**config.mk**
```make
export PLATFORM = sky130hd
export DESIGN_NAME = cso_clock_option
export DESIGN_NICKNAME = d
export VERILOG_FILES = /design/src/design/cso_pkg.sv /design/src/design/cso_clock_option.sv
export VERILOG_INCLUDE_DIRS = /design/src /design/src/design
export SDC_FILE = /design/constraint.sdc
export NUM_CORES = 1
export LEC_CHECK = 0
export ABC_CLOCK_PERIOD_IN_PS = 4400
export BUFFER_PORTS_ARGS = -buffer_cell sky130_fd_sc_hd__buf_2
export CAP_MARGIN = 20
export CORE_UTILIZATION = 51
export DETAILED_ROUTE_END_ITERATION = 10
export GPL_ROUTABILITY_DRIVEN = 0
export PLACE_DENSITY = 0.87
export SLEW_MARGIN = 20
export SYNTH_ARGS = -nofsm -noshare
export SYNTH_HDL_FRONTEND = slang
export SYNTH_SLANG_ARGS = --single-unit
```
**constraint.sdc**
```tcl
create_clock -name ref_clk -period 4.4 [get_ports ref_clk]
set_input_delay 0.22 -clock ref_clk [delete_from_list [all_inputs] [get_ports ref_clk]]
set_output_delay 0.22 -clock ref_clk [all_outputs]
set_load 0.02 [all_outputs]
```
**src/design/cso_params.svh**
```systemverilog
// Offsets, field positions, reset values and timing counts of the clock option block.
// Assumes a 250 MHz ref_clk and word-aligned APB byte addresses.
`ifndef CSO_PARAMS_SVH
`define CSO_PARAMS_SVH

// Register byte addresses
`define CSO_ADDR_MODE 12'h000
`define CSO_ADDR_STATUS 12'h004

// Mode register fields
`define CSO_MODE_STOP_BIT 0
`define CSO_MODE_WSEL_LO 1
`define CSO_MODE_WSEL_HI 2
`define CSO_MODE_RESET 32'h0000_0000

// Status register fields
`define CSO_ST_SRC_LO 0
`define CSO_ST_SRC_HI 1
`define CSO_ST_STOPPABLE 2
`define CSO_ST_READY 3
`define CSO_ST_WDT_EN 4
`define CSO_ST_TMR_EN 5

// Option source encodings
`define CSO_OPT_HIOSC 2'h0
`define CSO_OPT_XTAL 2'h1
`define CSO_OPT_EXT 2'h2

// Watchdog count clock selection naming the slow oscillator
`define CSO_WSEL_SLOW 2'h0

// Crystal stabilization wait
`define CSO_CLK_MHZ 250
`define CSO_STAB_NS 1000
`define CSO_STAB_CYC ((`CSO_STAB_NS * `CSO_CLK_MHZ + 999) / 1000)

`endif

```
**src/design/cso_pkg.sv**
```systemverilog
// Types shared by the clock option block.
// Assumes cso_params.svh supplies the numeric constants.
package cso_pkg;
	typedef enum logic [1:0] {
		CSO_SRC_HIOSC,
		CSO_SRC_XTAL,
		CSO_SRC_EXT
	} cso_src_e;

	typedef enum logic [1:0] {
		CSO_ST_CAPTURE,
		CSO_ST_WAIT,
		CSO_ST_RUN
	} cso_state_e;

	// 1 = pin released to its shared port function
	typedef struct packed {
		logic osc_in_shared_port;
		logic osc_out_shared_port;
		logic ext_clock_shared_port;
	} cso_port_rel_s;

	// Pins claimed for clocking
	typedef struct packed {
		logic osc_in_pin;
		logic osc_out_pin;
	} cso_osc_claim_s;

	// Gates on the slow clock and the main clock
	typedef struct packed {
		logic wdt_clk_en;
		logic wdt_force_slow;
		logic timer_slow_clk_en;
		logic slow_osc_run;
		logic sys_clk_ready;
	} cso_gate_s;
endpackage : cso_pkg

```
**src/design/cso_clock_option.sv**
```systemverilog
// Clock source option logic: pin claiming, slow clock gating, crystal wait, APB registers.
// Assumes option inputs and pause/stop levels come from logic on ref_clk.
// Option inputs must be settled before reset release; they pass no synchroniser.
`timescale 1ns/1ps
`default_nettype none
`include "cso_params.svh"

module cso_clock_option #(
	parameter int STAB_CYC = `CSO_STAB_CYC
) (
	input wire logic ref_clk,
	input wire logic nrst,
	input wire logic [1:0] opt_clk_src,
	input wire logic opt_slow_stoppable,
	input wire logic cpu_pause,
	input wire logic cpu_stop,
	input wire logic psel,
	input wire logic penable,
	input wire logic pwrite,
	input wire logic [11:0] paddr,
	input wire logic [31:0] pwdata,
	output logic [31:0] prdata,
	output logic pready,
	output logic pslverr,
	output cso_pkg::cso_port_rel_s port_rel,
	output cso_pkg::cso_osc_claim_s osc_claim,
	output cso_pkg::cso_gate_s gate
);
	import cso_pkg::*;

	// The wait counter is 16 bits wide; a longer wait would end on a compare value cut to 16 bits
	if (STAB_CYC < 1 || STAB_CYC > 65535) begin : g_bad_stab
		$error("STAB_CYC out of range");
	end

	// Map the option encoding; unknown codes fall back to the internal oscillator
	function automatic cso_src_e decode_src(input logic [1:0] code);
		cso_src_e s;
		s = CSO_SRC_HIOSC;
		if (code == `CSO_OPT_XTAL) begin
			s = CSO_SRC_XTAL;
		end else if (code == `CSO_OPT_EXT) begin
			s = CSO_SRC_EXT;
		end
		return s;
	endfunction : decode_src

	// Status shows the latched source in the option's own encoding
	function automatic logic [1:0] encode_src(input cso_src_e s);
		logic [1:0] c;
		c = `CSO_OPT_HIOSC;
		if (s == CSO_SRC_XTAL) begin
			c = `CSO_OPT_XTAL;
		end else if (s == CSO_SRC_EXT) begin
			c = `CSO_OPT_EXT;
		end
		return c;
	endfunction : encode_src

	// Latched option, sequencer and mode register contents
	cso_state_e state;
	cso_src_e src;
	logic stoppable;
	logic [15:0] stab_cnt;
	logic slow_osc_stop_bit;
	logic [1:0] wdt_sel;

	// Option capture and crystal wait sequencer
	cso_state_e next_state;
	logic [15:0] next_stab_cnt;
	wire cso_src_e opt_src = decode_src(opt_clk_src);
	wire stab_done = (stab_cnt == 16'(STAB_CYC - 1));

	always_comb begin
		next_state = state;
		next_stab_cnt = stab_cnt;
		case (state)
			CSO_ST_CAPTURE: begin
				next_stab_cnt = 16'h0000;
				// Only the crystal needs settling time
				next_state = (opt_src == CSO_SRC_XTAL) ? CSO_ST_WAIT : CSO_ST_RUN;
			end
			CSO_ST_WAIT: begin
				next_stab_cnt = stab_cnt + 16'h0001;
				if (stab_done) begin
					next_state = CSO_ST_RUN;
				end
			end
			CSO_ST_RUN: next_state = CSO_ST_RUN;
			default: next_state = CSO_ST_CAPTURE;
		endcase
	end

	// Option is sampled in the capture state only; reset alone reopens it
	wire capture = (state == CSO_ST_CAPTURE);

	// Sequencer state and crystal wait count
	always_ff @(posedge ref_clk or negedge nrst) begin
		if (!nrst) begin
			state <= CSO_ST_CAPTURE;
			stab_cnt <= 16'h0000;
		end else begin
			state <= next_state;
			stab_cnt <= next_stab_cnt;
		end
	end

	// Latched option; later changes on the option inputs wait for the next reset
	always_ff @(posedge ref_clk or negedge nrst) begin
		if (!nrst) begin
			src <= CSO_SRC_HIOSC;
			stoppable <= 1'b0;
		end else if (capture) begin
			src <= opt_src;
			stoppable <= opt_slow_stoppable;
		end
	end

	// APB decode; slave answers in the first access cycle
	// An unmapped word reads as zero and raises the error flag
	wire setup = psel && !penable;
	wire hit_mode = (paddr == `CSO_ADDR_MODE);
	wire hit_status = (paddr == `CSO_ADDR_STATUS);
	wire mapped = hit_mode || hit_status;
	wire wr_mode = psel && penable && pready && pwrite && hit_mode;

	// Pin ownership by latched source
	// External clock leaves the output pin free, so its shared port is given back
	wire is_xtal = (src == CSO_SRC_XTAL);
	wire is_ext = (src == CSO_SRC_EXT);
	wire running = (state == CSO_ST_RUN);
	cso_port_rel_s next_port_rel;
	cso_osc_claim_s next_osc_claim;
	assign next_osc_claim.osc_in_pin = running && (is_xtal || is_ext);
	assign next_osc_claim.osc_out_pin = running && is_xtal;
	// Until the option is known, every shared port stays unclaimed-but-closed
	assign next_port_rel.osc_in_shared_port = running && !is_xtal && !is_ext;
	assign next_port_rel.osc_out_shared_port = running && !is_xtal;
	assign next_port_rel.ext_clock_shared_port = running && !is_ext;

	// Slow clock gating; the stop bit has no effect when the oscillator is unstoppable
	// Gates read all zero in reset; for one cycle after release they show the unstoppable defaults, which
	// keep the watchdog counting rather than risk starving it
	wire wdt_sel_slow = (wdt_sel == `CSO_WSEL_SLOW);
	wire slow_run = !stoppable || !slow_osc_stop_bit;
	cso_gate_s next_gate;
	assign next_gate.slow_osc_run = slow_run;
	assign next_gate.wdt_force_slow = !stoppable;
	// When the oscillator is stoppable, pause and stop both starve the count clock, whatever the stop bit holds
	wire cpu_halted = cpu_pause || cpu_stop;
	// A count clock other than the slow oscillator is cut as well
	wire soft_wdt_en = !cpu_halted && wdt_sel_slow && slow_run;
	assign next_gate.wdt_clk_en = !stoppable ? 1'b1 : soft_wdt_en;
	assign next_gate.timer_slow_clk_en = slow_run;
	assign next_gate.sys_clk_ready = running;

	wire [31:0] mode_word = {29'h0, wdt_sel, slow_osc_stop_bit};
	wire [31:0] status_word = {26'h0, gate.timer_slow_clk_en, gate.wdt_clk_en, running,
		stoppable, encode_src(src)};
	wire [31:0] rd_word = hit_mode ? mode_word : (hit_status ? status_word : 32'h0);

	// APB answer: ready one cycle after setup, data held until the next setup
	// so a master that samples late still finds its word
	always_ff @(posedge ref_clk or negedge nrst) begin
		if (!nrst) begin
			prdata <= 32'h0;
			pready <= 1'b0;
			pslverr <= 1'b0;
		end else begin
			pready <= setup;
			pslverr <= setup && !mapped; // Unmapped: error, write dropped
			if (setup) begin
				prdata <= rd_word;
			end
		end
	end

	// Mode register; written only at the edge that completes the access
	always_ff @(posedge ref_clk or negedge nrst) begin
		if (!nrst) begin
			slow_osc_stop_bit <= 1'(`CSO_MODE_RESET >> `CSO_MODE_STOP_BIT);
			wdt_sel <= `CSO_WSEL_SLOW;
		end else if (wr_mode) begin
			slow_osc_stop_bit <= pwdata[`CSO_MODE_STOP_BIT];
			wdt_sel <= pwdata[`CSO_MODE_WSEL_HI:`CSO_MODE_WSEL_LO];
		end
	end

	// Pin ownership; all zero until the sequencer runs
	always_ff @(posedge ref_clk or negedge nrst) begin
		if (!nrst) begin
			port_rel <= '0;
			osc_claim <= '0;
		end else begin
			port_rel <= next_port_rel;
			osc_claim <= next_osc_claim;
		end
	end

	// Clock gates, one cycle behind their inputs
	always_ff @(posedge ref_clk or negedge nrst) begin
		if (!nrst) begin
			gate <= '0;
		end else begin
			gate <= next_gate;
		end
	end
endmodule : cso_clock_option
`default_nettype wire

```
==> flow_summary.json, run 1 <==
{
  "status": "finished, final reports clean",
  "arrival_ns": 2.07,
  "ios": 98,
  "cp-start-kind": "register",
  "yosysSeqAreaShare_pct": 47.2,
  "place_hpwl_um": 2720,
  "cpMaxStageDelayCell": "dfrtp_1",
  "worstPathRequired_ns": 4.61,
  "slowest_delay_ns": 0.42,
  "grt_first_pass_wirelength_um": 5810,
  "p_leak_nw": 1.23,
  "first_pass_iters": 4,
  "cp_max_fo": 10,
  "ir_drop_mv": 0.148,
  "fin_nets": 312,
  "vias_per_cell": 5.20,
  "cts_tree": "built",
  "syn_inst": 207,
  "ant_nets": 0,
  "grt_max_degree": 42,
  "placedCellCount": 292,
  "fin_crit_ns": 1.86,
  "cts_resized": 0,
  "cts.clk_slew.worst_paths_ns": 0.08,
  "clock_skew_ns": 0.00715,
  "tns_ns": 0,
  "syn-cell-area_mm2": 0.00217,
  "grt_util_met1_pct": 22.4,
  "htreeDepth": 2,
  "final_util_pct": 58.8,
  "path_class": "register to register",
  "hold_path_class": "input port to async pin",
  "clk_latency_ns": 0.29,
  "die-area_mm2": 0.00452,
  "drive_above_1_share_pct": 24.4,
  "rows": 23,
  "port_buffers": 42,
  "synth.distinct_cells": 43,
  "drt-initial-drc-count": 83,
  "die_w_um": 67.3,
  "place_area_mm2": 0.00230,
  "vias": 1559,
  "antenna_cells": 0,
  "die_h_um": 67.3,
  "ctsRootBufferMaster": "clkbuf_8",
  "synth.avg_cell_area_um2": 10.5,
  "maxSlewViolCount": 0,
  "final_cell_area_mm2": 0.00239,
  "hold_viol": 0,
  "slew_headroom_pct": 41.2,
  "gr-max-usage-layer": "met2",
  "cts_setup_buffers": 0,
  "wirelength_um": 3590,
  "initial_core_util_pct": 53.5,
  "wl_per_cell_um": 12.0,
  "area_delta_synth_final_pct": 9.91,
  "rsz0062_at_grt": "false",
  "cp-end-kind": "register",
  "grt_util_all_layers_pct": 17.4,
  "cts_made_buffers": 5,
  "synth-seq-cells": 41,
  "cap_violations": 0,
  "worstPathCellList": "inv_1 > ha_1 > and3_1 > and3_2 > and3_1 > mux2i_1",
  "met2_usage_pct": 27.0,
  "use_met3_pct": 3.72,
  "synth_flop_cell": "dfrtp_1",
  "synthArstFlopShare_pct": 100,
  "first_global_vias": 1314,
  "fill_cells": 354,
  "path_common_cell": "and3_1",
  "fin_cells": 300,
  "fin_crit_sh_pct": 42.4,
  "grt_overflow_total": 0,
  "cts_buffer_depth": 2,
  "synth-edff-count": 0,
  "tightestPinTransition_ns": 0.881,
  "cts_hold_buffers": 0,
  "cts_sinks": 41,
  "antenna_found_initial": 0,
  "power_density_mw_per_mm2": 277,
  "core-area_mm2": 0.00406,
  "max_freq_mhz": 536,
  "finalSetupViolations": 0,
  "drc_errors": 0,
  "yosysWarnings": 0
}
-- worst max-delay path, delay by kind of cell (launching register included) --
kind	cells	cell delay [ns]
simple gates	3	0.69
fa+ha+maj	1	0.37
flops	1	0.42
buf+inv	1	0.09
mux	1	0.21
-- report_power, final --
group          switching [mW]  internal [mW]
registers            0.000670          0.378
logic                  0.0369         0.0110
clock network           0.124          0.110
total                   0.161          0.499
-- layer usage --
layer  routed length (um)  up-vias
met5                    0        -
met4                   93        0
met3                  160        9
met2                 1670       61
met1                 1670      732
li1                     -      757
-- state kept, by name, indices dropped and copies added (netlist names) --
| signal | count |
|---|---|
| gate | 4 |
| state | 2 |
| wdt_sel | 2 |
| osc_claim | 2 |
| port_rel | 3 |
| prdata | 6 |
| pready | 1 |
| pslverr | 1 |
| stab_cnt | 16 |
| slow_osc_stop_bit | 1 |
| stoppable | 1 |
| src | 2 |
-- Yosys cell counts, drive strengths merged, types with 5 or more instances --
master,count,area share [%]
and3,5,1.5
buf,30,10
dfrtp,41,47
ha,9,5.2
inv,9,1.6
mux2i,8,3.7
nand2,25,4.7
nand3,9,2.3
nand4,6,1.7
o21ai,14,3.2
o31ai,7,3.1
-- cell families (layout without fill, tap and decap cells) --
family                     Yosys count  after routing  synth area share (%)
buffers and inverters               41             59                  12.3
adders and majority gates            9              9                  5.18
other                                1             26                 0.173
DFF                                 41             41                  47.2
muxes                               12             12                  5.93
and+or+nand+nor                     69             69                  18.8
AOI/OAI and AO/OA                   33             33                  9.91
xor gates and xnor gates             1              1                 0.403
-- final cells by class --
type / count / area (um^2) / area share (%)
flip-flops and latches: 41 / 1030 / 43.0
multi-input cells: 150 / 972 / 40.7
repair buffers: 42 / 210 / 8.81
clock buffers: 6 / 72.6 / 3.04
well taps: 50 / 62.6 / 2.62
inverters: 9 / 33.8 / 1.42
clock inverters: 2 / 10.0 / 0.419
-- final timing paths --
kind                                       start  slack (ns)  cells after the start                        to
hold / removal                              nrst        0.04                      1   stab_cnt[7]$_DFFE_PN0P_
min in group ref_clk                   cpu_pause        0.11                      2         gate[4]$_DFF_PN0_
setup reg to reg            state[1]$_DFFE_PN0P_        2.54                      6  stab_cnt[10]$_DFFE_PN0P_
hold reg to reg            prdata[2]$_DFFE_PN0P_        0.49                      2     prdata[2]$_DFFE_PN0P_
setup / recovery            state[1]$_DFFE_PN0P_        2.54                      6  stab_cnt[10]$_DFFE_PN0P_
max in group asynchronous                   nrst        3.80                      1     prdata[2]$_DFFE_PN0P_
-- cell usage in the layout (no fill, tap or decap), types with 5 or more instances in the layout --
| cell type | count |
|---|---|
| buf_2 | 42 |
| dfrtp_1 | 41 |
| conb_1 | 26 |
| nand2_1 | 24 |
| o21ai_0 | 14 |
| ha_1 | 9 |
| inv_1 | 8 |
| nand3_1 | 8 |
| mux2i_1 | 8 |
| o31ai_1 | 6 |
| nand4_1 | 6 |
| clkbuf_8 | 5 |
-- metrics by stage --
step	power, mW	worst slack, ns	hold slack, ns
2_1_floorplan	0.432	2.82	-0.0756
3_3_place_gp	0.434	2.62	0.383
3_5_place_dp	0.434	2.58	0.394
4_1_cts	0.667	2.56	0.0700
5_1_grt	0.684	2.38	0.116
6_report	0.660	2.54	0.0435
Power figures use the tool's default switching activity.
==> run 2, diff against run 1 <==
--- a/config.mk
+++ b/config.mk
@@ -6,13 +6,13 @@
 export SDC_FILE = /design/constraint.sdc
 export NUM_CORES = 1
 export LEC_CHECK = 0
-export ABC_CLOCK_PERIOD_IN_PS = 4400
+export ABC_CLOCK_PERIOD_IN_PS = 1950
 export BUFFER_PORTS_ARGS = -buffer_cell sky130_fd_sc_hd__buf_2
 export CAP_MARGIN = 20
-export CORE_UTILIZATION = 51
+export CORE_UTILIZATION = 47
 export DETAILED_ROUTE_END_ITERATION = 10
 export GPL_ROUTABILITY_DRIVEN = 0
-export PLACE_DENSITY = 0.87
+export PLACE_DENSITY = 0.81
 export SLEW_MARGIN = 20
 export SYNTH_ARGS = -nofsm -noshare
 export SYNTH_HDL_FRONTEND = slang
==> constraint.sdc (replaced) <==
create_clock -name ref_clk -period 1.95 [get_ports ref_clk]
set_input_delay 0.0975 -clock ref_clk [delete_from_list [all_inputs] [get_ports ref_clk]]
set_output_delay 0.0975 -clock ref_clk [all_outputs]
set_load 0.02 [all_outputs]
==> run 2 against run 1 <==
Effect of this change: clock power grew to 3.0 times the previous value; sequential share of layout area is 1.1 points lower; highest routed layer unchanged; clock-buffer cell count is 1 higher; hold slack worse by 0.017 ns; total power grew to 2.5 times the previous value; combinational power is 130% higher; cell count is 1.7% higher; routed wire length is 5.3% higher.
==> flow_summary.json, run 2 (same netlist as run 1, synthesis figures left out) <==
{
  "ctsRootBufferMaster": "clkbuf_8",
  "clk_latency_ns": 0.29,
  "fin_crit_sh_pct": 90.1,
  "arrival_ns": 1.93,
  "cts_sinks": 41,
  "grt_util_all_layers_pct": 17.1,
  "cts_resized": 0,
  "initial_core_util_pct": 49.5,
  "rows": 24,
  "drive_above_1_share_pct": 24.5,
  "cts_made_buffers": 5,
  "ant_nets": 0,
  "final_cell_area_mm2": 0.00245,
  "core-area_mm2": 0.00438,
  "ir_drop_mv": 0.318,
  "port_buffers": 42,
  "clock_skew_ns": 0.00623,
  "place_hpwl_um": 2810,
  "cp-end-kind": "register",
  "cts_setup_buffers": 0,
  "grt_max_degree": 42,
  "largest_reg_flops": 16,
  "area_delta_synth_final_pct": 12.8,
  "fill_cells": 393,
  "tns_ns": 0,
  "layout_setup_ws_ns": 0.193,
  "antenna_found_initial": 0,
  "cts_tree": "built",
  "cap_violations": 0,
  "ios": 98,
  "worstPathRequired_ns": 2.12,
  "first_pass_iters": 4,
  "path_class": "register to register",
  "die_w_um": 70.0,
  "hold_path_class": "input port to register",
  "vias": 1581,
  "layout_common_cells": "buf_2, dfrtp_1, conb_1",
  "die-area_mm2": 0.00490,
  "wirelength_um": 3780,
  "slew_headroom_pct": 40.6,
  "drt-initial-drc-count": 94,
  "cts_buffer_depth": 2,
  "p_total_mw": 1.66,
  "max_freq_mhz": 569,
  "grt_overflow_total": 0,
  "die_h_um": 70.0,
  "cp-start-kind": "register",
  "first_global_vias": 1486,
  "power_density_mw_per_mm2": 679,
  "cp_max_fo": 8,
  "post-place-ws_ns": 0.238,
  "htreeDepth": 2,
  "top_regs": "stab_cnt x16, prdata x6, gate x4",
  "largest-register": "stab_cnt",
  "finalSetupViolations": 0,
  "hold_viol": 0,
  "cts_hold_buffers": 2,
  "drc_errors": 0,
  "status": "finished, final reports clean",
  "wl_per_cell_um": 12.4,
  "layout_commonest_cell": "buf_2",
  "fin_nets": 315,
  "p_leak_nw": 1.26,
  "place_area_mm2": 0.00231,
  "grt_first_pass_wirelength_um": 6660,
  "cts.clk_slew.worst_paths_ns": 0.08,
  "rsz0062_at_grt": "false",
  "tightestPinTransition_ns": 0.890,
  "fin_crit_ns": 1.76,
  "antenna_cells": 0,
  "maxSlewViolCount": 0,
  "vias_per_cell": 5.18
}
[run 2: cell count changes in the layout (fill, tap and decap cells not counted), sizes merged]
| cell | before | now |
|---|---|---|
| clkinv | 2 | 0 |
| dlygate4sd3 | 0 | 2 |
| buf | 42 | 43 |
| bufinv | 0 | 1 |
| clkbuf | 6 | 7 |
[run 2: layout make-up]
cell class              count  area (um^2)  area share [%]
multi-input cells         150          972            39.7
clock inverters             1         30.0            1.23
repair buffers             45          238            9.70
flip-flops and latches     41         1030            41.9
clock buffers               7         86.3            3.52
inverters                   9         33.8            1.38
well taps                  52         65.1            2.65
[run 2: metal layers]
layer	up-vias	global-route usage, %	wire (um)
met2	52	27.7	1790
met4	0	8.00	94
met3	8	3.90	191
met5	-	0	0
met1	755	21.9	1710
li1	766	-	-
[run 2: stage by stage]
step                utilization (%)  hold slack (ns)  cells
floorplan                         -           -0.198    232
global placement               52.8            0.269    295
detailed placement             52.8            0.276    295
CTS                            55.9           0.0187    305
global route                   55.9           0.0280    305
finish                         55.9           0.0269    305
[run 2: power breakdown]
group	leakage [nW]	total [mW]	switching [mW]	internal, mW
clock	0.0585	0.697	0.280	0.417
combinational	0.670	0.112	0.0843	0.0274
sequential	0.529	0.854	0.00131	0.853
[run 2: worst max-delay path, cell delays in order (launching register included)]
cell,delay (ns)
dfrtp_1,0.43
inv_1,0.10
ha_1,0.28
and4_1,0.27
nand4_1,0.22
o211ai_1,0.24
o31ai_1,0.09
[run 2: worst paths after layout]
check / startpoint / end / slack (ns) / depth (start not counted)
setup / recovery: state[1]$_DFFE_PN0P_ / stab_cnt[15]$_DFFE_PN0P_ / 0.19 / 6
hold / removal: pwdata[1] / wdt_sel[0]$_DFFE_PN0P_ / 0.03 / 2
min in group asynchronous: nrst / stab_cnt[2]$_DFFE_PN0P_ / 0.47 / 2
hold reg to reg: prdata[4]$_DFFE_PN0P_ / prdata[4]$_DFFE_PN0P_ / 0.48 / 2
setup reg to reg: state[1]$_DFFE_PN0P_ / stab_cnt[15]$_DFFE_PN0P_ / 0.19 / 6
max in group asynchronous: nrst / prdata[1]$_DFFE_PN0P_ / 0.92 / 2
